[src/rotate_unit_map.svh]
// Constants of the one-bit rotate datapath
`ifndef ROTATE_UNIT_MAP_SVH
`define ROTATE_UNIT_MAP_SVH

// Operand width and the two wrap positions
`define ROT_WIDTH     8
`define ROT_MSB       7
`define ROT_LSB       0

// Reset values of the registered outputs
`define ROT_RST_DATA  8'h00
`define ROT_RST_FLAG  1'b0

// Cycles from a taken request to its registered strobes
`define ROT_LATENCY   1

`endif

[src/rotate_unit_pkg.sv]
// Types shared by the rotate datapath modules
package rotate_unit_pkg;

	// Rotate operation selected by the decoder
	typedef enum logic [1:0] {
		rotate_left_plain,
		rotate_left_thru_carry,
		rotate_left_thru_carry_to_acc,
		rotate_right_plain
	} rot_op_t;

endpackage

[src/rot_if.sv]
// Carrier between the rotate control and the combinational rotator
`timescale 1ns/1ps

interface rot_if #(
	parameter int WIDTH = 8
);
	rotate_unit_pkg::rot_op_t op;
	logic [WIDTH-1:0]         operand;
	logic                     carry_in;
	logic [WIDTH-1:0]         result;
	logic                     carry_res;
	logic                     to_mem;
	logic                     to_acc;
	logic                     carry_upd;

	// Control side drives the request, reads the result
	modport ctrl (
		output op,
		output operand,
		output carry_in,
		input  result,
		input  carry_res,
		input  to_mem,
		input  to_acc,
		input  carry_upd
	);

	// Rotator side computes from the request
	modport core (
		input  op,
		input  operand,
		input  carry_in,
		output result,
		output carry_res,
		output to_mem,
		output to_acc,
		output carry_upd
	);
endinterface

[src/rotate_core.sv]
// Combinational one-bit rotator with destination and carry decode
`timescale 1ns/1ps

module rotate_core #(
	parameter int WIDTH = 8
) (
	rot_if.core rif
);

	// Shift left by one, given bit entering at the bottom
	function automatic logic [WIDTH-1:0] rot_left(
		input logic [WIDTH-1:0] v,
		input logic             fill
	);
		rot_left = {v[WIDTH-2:0], fill};
	endfunction

	// Shift right by one, given bit entering at the top
	function automatic logic [WIDTH-1:0] rot_right(
		input logic [WIDTH-1:0] v,
		input logic             fill
	);
		rot_right = {fill, v[WIDTH-1:1]};
	endfunction

	// Result, destination and carry per operation
	always_comb begin
		rif.result    = rif.operand;
		rif.carry_res = rif.carry_in;
		rif.to_mem    = 1'b0;
		rif.to_acc    = 1'b0;
		rif.carry_upd = 1'b0;
		case (rif.op)
			rotate_unit_pkg::rotate_left_plain: begin
				// Bit 7 wraps to bit 0, carry untouched
				rif.result = rot_left(rif.operand, rif.operand[WIDTH-1]);
				rif.to_mem = 1'b1;
			end
			rotate_unit_pkg::rotate_left_thru_carry: begin
				rif.result    = rot_left(rif.operand, rif.carry_in);
				rif.carry_res = rif.operand[WIDTH-1];
				rif.carry_upd = 1'b1;
				rif.to_mem    = 1'b1;
			end
			rotate_unit_pkg::rotate_left_thru_carry_to_acc: begin
				// Same rotation, memory left alone
				rif.result    = rot_left(rif.operand, rif.carry_in);
				rif.carry_res = rif.operand[WIDTH-1];
				rif.carry_upd = 1'b1;
				rif.to_acc    = 1'b1;
			end
			rotate_unit_pkg::rotate_right_plain: begin
				// Bit 0 wraps to bit 7, no carry involved
				rif.result = rot_right(rif.operand, rif.operand[0]);
				rif.to_mem = 1'b1;
			end
			default: begin
				rif.result = rif.operand;
			end
		endcase
	end

endmodule

[src/rotate_unit.sv]
// Rotate datapath top: registers rotator results toward memory, acc, carry
`timescale 1ns/1ps
`include "rotate_unit_map.svh"

module rotate_unit #(
	parameter int WIDTH = `ROT_WIDTH
) (
	input  wire logic                     core_clk,
	input  wire logic                     resetn,
	input  wire logic                     op_valid,
	input  wire rotate_unit_pkg::rot_op_t op_sel,
	input  wire logic [WIDTH-1:0]         operand,
	input  wire logic                     carry_in,
	output logic [WIDTH-1:0]              mem_wdata,
	output logic                          mem_we,
	output logic [WIDTH-1:0]              acc_wdata,
	output logic                          acc_we,
	output logic                          carry_out,
	output logic                          carry_we,
	output logic                          done
);

	logic [WIDTH-1:0] next_mem_wdata;
	logic             next_mem_we;
	logic [WIDTH-1:0] next_acc_wdata;
	logic             next_acc_we;
	logic             next_carry_out;
	logic             next_carry_we;
	logic             next_done;

	rot_if #(.WIDTH(WIDTH)) rif ();

	// Request straight into the rotator; it has no state
	assign rif.op       = op_sel;
	assign rif.operand  = operand;
	assign rif.carry_in = carry_in;

	rotate_core #(
		.WIDTH(WIDTH)
	) u_core (
		.rif(rif.core)
	);

	// Steer the rotated value; data buses hold last value when idle.
	// carry_out only holds the last result: back-to-back carry rotates rely on the
	// core feeding the updated flag back on carry_in; no forwarding path is built.
	always_comb begin
		next_mem_wdata = mem_wdata;
		next_acc_wdata = acc_wdata;
		next_carry_out = carry_out;
		next_mem_we    = 1'b0;
		next_acc_we    = 1'b0;
		next_carry_we  = 1'b0;
		next_done      = 1'b0;
		if (op_valid) begin
			next_done = 1'b1;
			if (rif.to_mem) begin
				next_mem_wdata = rif.result;
				next_mem_we    = 1'b1;
			end
			if (rif.to_acc) begin
				// No memory strobe here, operand stays as it was
				next_acc_wdata = rif.result;
				next_acc_we    = 1'b1;
			end
			if (rif.carry_upd) begin
				// Plain rotates never raise this strobe
				next_carry_out = rif.carry_res;
				next_carry_we  = 1'b1;
			end
		end
	end

	// Outputs registered so the core sees clean strobes
	always_ff @(posedge core_clk or negedge resetn) begin
		if (!resetn) begin
			mem_wdata <= WIDTH'(`ROT_RST_DATA);
			mem_we    <= `ROT_RST_FLAG;
			acc_wdata <= WIDTH'(`ROT_RST_DATA);
			acc_we    <= `ROT_RST_FLAG;
			carry_out <= `ROT_RST_FLAG;
			carry_we  <= `ROT_RST_FLAG;
			done      <= `ROT_RST_FLAG;
		end else begin
			mem_wdata <= next_mem_wdata;
			mem_we    <= next_mem_we;
			acc_wdata <= next_acc_wdata;
			acc_we    <= next_acc_we;
			carry_out <= next_carry_out;
			carry_we  <= next_carry_we;
			done      <= next_done;
		end
	end

	// Checks on the registered results, one cycle after the request
	carry_rot_mem_a: assert property (
		@(posedge core_clk) disable iff (!resetn)
		op_valid && op_sel == rotate_unit_pkg::rotate_left_thru_carry
		|=> mem_we && carry_we && !acc_we
		&& mem_wdata == {$past(operand[WIDTH-2:0]), $past(carry_in)}
		&& carry_out == $past(operand[WIDTH-1])
	) else $error("carry left rotate to memory wrong");

	acc_dest_a: assert property (
		@(posedge core_clk) disable iff (!resetn)
		op_valid && op_sel == rotate_unit_pkg::rotate_left_thru_carry_to_acc
		|=> acc_we && !mem_we && $stable(mem_wdata)
	) else $error("acc form touched memory or missed acc");

	acc_bits_a: assert property (
		@(posedge core_clk) disable iff (!resetn)
		op_valid && op_sel == rotate_unit_pkg::rotate_left_thru_carry_to_acc
		|=> carry_we && carry_out == $past(operand[WIDTH-1])
		&& acc_wdata[0] == $past(carry_in)
		&& acc_wdata[WIDTH-1:1] == $past(operand[WIDTH-2:0])
	) else $error("acc form bits or carry wrong");

	right_carry_a: assert property (
		@(posedge core_clk) disable iff (!resetn)
		op_valid && op_sel == rotate_unit_pkg::rotate_right_plain
		|=> !carry_we && $stable(carry_out)
		&& mem_wdata[WIDTH-1] == $past(operand[0])
	) else $error("right rotate touched carry or bad wrap");

	right_bits_a: assert property (
		@(posedge core_clk) disable iff (!resetn)
		op_valid && op_sel == rotate_unit_pkg::rotate_right_plain
		|=> mem_we && !acc_we
		&& mem_wdata[WIDTH-2:0] == $past(operand[WIDTH-1:1])
	) else $error("right rotate bits wrong");

	left_plain_a: assert property (
		@(posedge core_clk) disable iff (!resetn)
		op_valid && op_sel == rotate_unit_pkg::rotate_left_plain
		|=> mem_we && !carry_we && !acc_we
		&& mem_wdata == {$past(operand[WIDTH-2:0]), $past(operand[WIDTH-1])}
	) else $error("plain left rotate wrong");

	idle_quiet_a: assert property (
		@(posedge core_clk) disable iff (!resetn)
		!op_valid |=> !mem_we && !acc_we && !carry_we && !done
	) else $error("strobe without request");

	// Hold checks for idle and the three memory-form operations, exclusivity checks across all requests

	done_strobe_a: assert property (
		@(posedge core_clk) disable iff (!resetn)
		op_valid |=> done
	) else $error("request taken without done");

	// Held data lets the core read results late without its own latch
	idle_hold_a: assert property (
		@(posedge core_clk) disable iff (!resetn)
		!op_valid |=> $stable(mem_wdata) && $stable(acc_wdata)
		&& $stable(carry_out)
	) else $error("held output moved while idle");

	// Plain left rotate leaves flag and accumulator as they were
	left_carry_a: assert property (
		@(posedge core_clk) disable iff (!resetn)
		op_valid && op_sel == rotate_unit_pkg::rotate_left_plain
		|=> $stable(carry_out) && $stable(acc_wdata)
	) else $error("plain left rotate touched carry or acc");

	// Right rotate goes back to memory only
	right_acc_a: assert property (
		@(posedge core_clk) disable iff (!resetn)
		op_valid && op_sel == rotate_unit_pkg::rotate_right_plain
		|=> $stable(acc_wdata)
	) else $error("right rotate touched acc data");

	// Memory form of the carry rotate leaves the accumulator alone
	carry_acc_a: assert property (
		@(posedge core_clk) disable iff (!resetn)
		op_valid && op_sel == rotate_unit_pkg::rotate_left_thru_carry
		|=> $stable(acc_wdata) && !acc_we
	) else $error("carry rotate to memory touched acc");

	// Memory and accumulator are never both written by one request
	one_dest_a: assert property (
		@(posedge core_clk) disable iff (!resetn)
		!(mem_we && acc_we)
	) else $error("memory and acc written together");

	strobe_done_a: assert property (
		@(posedge core_clk) disable iff (!resetn)
		mem_we || acc_we || carry_we |-> done
	) else $error("write strobe without done");

	// Carry strobe only comes with a data strobe, never alone
	carry_pair_a: assert property (
		@(posedge core_clk) disable iff (!resetn)
		carry_we |-> mem_we || acc_we
	) else $error("carry strobe without a data strobe");

	// Main scenarios
	carry_rot_c: cover property (
		@(posedge core_clk) disable iff (!resetn)
		op_valid && op_sel == rotate_unit_pkg::rotate_left_thru_carry
		&& carry_in && operand[WIDTH-1]
	);

	acc_rot_c: cover property (
		@(posedge core_clk) disable iff (!resetn)
		op_valid && op_sel == rotate_unit_pkg::rotate_left_thru_carry_to_acc
	);

	right_rot_c: cover property (
		@(posedge core_clk) disable iff (!resetn)
		op_valid && op_sel == rotate_unit_pkg::rotate_right_plain
		&& operand[0]
	);

	back_to_back_c: cover property (
		@(posedge core_clk) disable iff (!resetn)
		op_valid ##1 op_valid
	);

	left_rot_c: cover property (
		@(posedge core_clk) disable iff (!resetn)
		op_valid && op_sel == rotate_unit_pkg::rotate_left_plain
		&& operand[WIDTH-1]
	);

endmodule

[config.mk]
export PLATFORM = sky130hd
export DESIGN_NAME = rotate_unit
export DESIGN_NICKNAME = d
export VERILOG_FILES = /design/src/rotate_unit_pkg.sv /design/src/rot_if.sv /design/src/rotate_core.sv /design/src/rotate_unit.sv
export VERILOG_INCLUDE_DIRS = /design/src
export SDC_FILE = /design/constraint.sdc
export NUM_CORES = 1
export LEC_CHECK = 0
export ABC_AREA = 1
export BUFFER_PORTS_ARGS = -buffer_cell sky130_fd_sc_hd__buf_2
export CORE_MARGIN = 3
export CORE_UTILIZATION = 50
export DETAILED_ROUTE_END_ITERATION = 7
export PLACE_DENSITY_LB_ADDON = 0.12
export SLEW_MARGIN = 20
export SYNTH_ARGS = -nofsm -noshare
export SYNTH_HDL_FRONTEND = slang
export SYNTH_HIERARCHICAL = 1
export SYNTH_SLANG_ARGS = --single-unit
[constraint.sdc]
create_clock -name core_clk -period 1.3 [get_ports core_clk]
set_input_delay 0.195 -clock core_clk [delete_from_list [all_inputs] [get_ports core_clk]]
set_output_delay 0.195 -clock core_clk [all_outputs]
set_load 0.02 [all_outputs]
[Yosys cells after proc, flatten, opt, wreduce, memory -nomap -nowiden]
Index checks and enable logic that the tools add are counted.
Storage, ports and cells
  register bits after elaboration: 21
  bits of input ports: 14
  output and inout port bits: 21
  word-level logic and storage cells: 28
Cells by class
  equality and inequality tests: 3
  multiplexer cells: 12
  reduce and logical (&&, ||, !) cells: 6
Operator list (count)
  8-bit case mux with 3 select lines: 1
  1-bit two-way mux: 11
  2-bit AND reduction: 3
  2-bit == test, second input constant: 2
  3-bit OR reduction: 1
  2-bit by 1-bit == test with 1-bit output, second input constant: 1
  2-bit zero test: 1
  2-bit OR reduction: 1

[Longest topological paths before layout]
  word-level depth: 5
  gate-level depth with buffers: 8
  depth with buffers taken out: 8

[By module]
Netlist, hierarchy kept.
By module, submodules not included
  rotate_unit: instances 1, cells an instance 82, area each 804.5 um^2, seq. area each 525.5 um^2
  rotate_core: instances 1, cells an instance 40, area each 193.9 um^2, seq. area each 0.0 um^2

[Least setup slack after synthesis]
OpenSTA, ideal clock, no wires.
  kind: input to register
  start: in op_sel[0]
  end: reg mem_wdata[1]
  setup time: 0.117 ns
  arrival: 0.986 ns
  required time: 1.183 ns
  setup slack: 0.197 ns
  cell stages on the path: 8
  buffers on the path: 0
  path through: inv_1 > ha_1 > inv_1 > nand2_2 > nand2_1 > nand2_1 > nand3_1 > nand2_1
Between the ends
  elaborated cells between the ends (all ways): 9
  classes of those cells: eq/ne: 3; mux: 2; reduce/logical: 4
RTL lines
  start: declaration: RTL line rotate_unit.sv:11  | input wire rotate_unit_pkg::rot_op_t op_sel,
  2-bit by 1-bit == test with 1-bit output or 2-bit == test (tied branches): RTL line rotate_core.sv:33  | case (rif.op)
  2-bit OR reduction (no source line)
  8-bit case mux with 3 select lines *: RTL line rotate_core.sv:33
  via rif.result[1]: RTL line rot_if.sv:10  | logic [WIDTH-1:0] result;
  end signal: assignment: RTL line rotate_unit.sv:77  | mem_wdata <= WIDTH'(`ROT_RST_DATA);
  end signal: assignment: RTL line rotate_unit.sv:85  | mem_wdata <= next_mem_wdata;
  end: declaration: RTL line rotate_unit.sv:14  | output logic [WIDTH-1:0] mem_wdata,
Mark *: on every way through the listed nets, which the timed path passes. The rest lies on a longest branch.
A chain may end at the register's enable or synchronous reset.

[Final worst setup path]
  start: reg mem_wdata[7]
  end: out mem_wdata[7]
No word-level cell between the ends.

==> results.toml <==
[status]
outcome = "complete, no violations"

[synthesis]
ys_seq_elements = 21
yosysSeqAreaShare_pct = 52.6
syn_inst = 122
syn_avg_cell_area_um2 = 8.18
yosys.cell_types.count = 12
syn-cell-area_um2 = 998
yosysWarningCount = 6
syn_nets = 140

[power]
peakVddDrop_mv = 0.946
powerDensity_nw_per_um2 = 1250
finalPower_w = 0.00152
power_leakage_nw = 0.755

[setup_path]
cp_slowest_stage_delay_ps = 390
required_ps = 1110
rr_startpoint = "mem_wdata[6]$_DFFE_PN0P_"
crit_start = "mem_wdata[7]$_DFFE_PN0P_"
crit_slowest_cell = "dfrtp_1"
crit_path_start_kind = "flop"
reg2regPathDepth = 2
crit_arrival_ps = 850
cp-end-kind = "output port"
crit_fanout = 2
path_delay_family = "flip-flops"
crit_buf_inv = 1
cp_cell_sequence = "buf_2"
critPathKind = "flop to output port"
r2r-end = "mem_wdata[6]$_DFFE_PN0P_"
r2r_setup_slack_ps = 700

[grt]
grt_pass1_wl_um = 3390
grt_pass1_vias = 823
antenna_found_initial = 0
grt_overflow = 0
track_usage_pct = 17.8
grt_max_degree = 22

[floorplan]
dieArea_um2 = 2570
initial_core_util_pct = 55.4
io_pins = 35
die_h_um = 50.7
core-area_um2 = 1800
die_x_um = 50.7
std_cell_rows = 15

[finish]
fill_cells = 179
fin_cells = 183
final_cell_mix = "nand2_1, buf_2, dfrtp_1"
multi_input_area_um2 = 410
final_net_count = 177
drive_above_1_share_pct = 27.8
diodes = 0
seq_area_um2 = 526
synthToLayoutAreaGrowth_pct = 21.7
final_common_cell = "nand2_1"
final_cell_area_um2 = 1210

[cts]
clock_sink_count = 21
cts_tree = "built"
ctsRootBufferMaster = "clkbuf_4"
clk_latency_ps = 290
cts-hold-fix-buffers = 1
cts_resized = 0
h-tree-depth = 1
ctsLongestPathBuffers = 2
clkTransAtPathRegs_ps = 110
post-cts-setup-buffers = 0
numCtsBuffers = 3

[drt]
vias_per_cell = 4.73
wirelength_um = 1940
routedWlPerCell_um = 10.6
ant_nets = 0
drtIter0Drc = 26
first_pass_iters = 4
drc = 0
vias = 866

[sta]
clock.fmax_mhz = 953
rsz0062_at_grt = "false"
worst_slack_ps = 251
worstMarginPinSlew_ps = 466
final.min_clock_period_ps = 1050
fin_setup_tns_ps = 0
clock_skew_ps = 0
slew_violations = 0
hold_viol = 0
setup_violations = 0
timing.final.crit_share_pct = 80.7
max_slew_margin_pct = 68.9

[place]
pre_cts_slack_ps = -2.27
dp_hpwl_um = 1530
place_area_um2 = 1180
portBuffers = 34
gp_congestion = 0.838
dp.cells = 178

[min_path]
worstHoldEndpoint = "done$_DFF_PN0_"
min_path_type = "primary input to flop"
whs_path_depth = 1
min_from = "op_valid"

[run]
drv_cap = 0
[sequential cells by signal, summed over array words and instances (netlist names)]
name / count
acc_wdata: 8
done: 1
acc_we: 1
mem_we: 1
carry_out: 1
mem_wdata: 8
carry_we: 1
[Yosys cell counts]
cell type	n	area [µm²]
buf_4	1	7.51
inv_1	7	26.3
buf_2	2	10.0
buf_6	1	11.3
nor2_2	1	6.26
nand2_4	2	22.5
nand2_1	60	225
nand2_2	1	6.26
dfrtp_1	21	526
nand3_1	20	100
inv_2	2	7.51
ha_1	4	50.1
[cells by family after synthesis]
group,count (synthesis),share of synthesized area [%]
adder cells (fa/ha/maj),4,5.01
buffers and inverters,13,6.27
flip-flops,21,52.6
AND/OR/NAND/NOR,84,36.1
[where the power goes]
group	internal, W	switching [W]
clock	0.000120	0.000180
combinational	0.000145	0.000290
sequential	0.000744	0.0000397
total	0.00101	0.000510
[layout make-up]
type	count	area share (%)
tap	25	2.57
inverter	9	2.78
clock buffer	4	2.16
multi-input combinational	88	33.8
timing repair buffer	36	15.4
sequential	21	43.3
[metal layers]
metal | track usage [%] | routed length [µm] | vias up
li1 | - | - | 451
met1 | 19.6 | 816 | 387
met3 | 4.75 | 124 | 5
met5 | 0 | 0 | -
met4 | 8.07 | 39 | 0
met2 | 31.7 | 960 | 23
[through the flow]
step	hold slack, ps	util, %
3_3_place_gp	158	65.4
6_report	217	67.4
4_1_cts	211	67.4
2_1_floorplan	-101	-
5_1_grt	212	67.4
3_5_place_dp	173	65.4
[worst max path at each step]
stage	to	cells after the start	slack [ps]
2_1_floorplan	mem_wdata[1]$_DFFE_PN0P_	8	200
3_3_place_gp	mem_wdata[6]$_DFFE_PN0P_	9	50
3_5_place_dp	acc_wdata[2]$_DFFE_PN0P_	9	-2
4_1_cts	mem_wdata[1]	1	240
5_1_grt	acc_wdata[3]	1	200
6_report	mem_wdata[7]	1	250
Note: power is estimated with default switching activity, not from simulation.
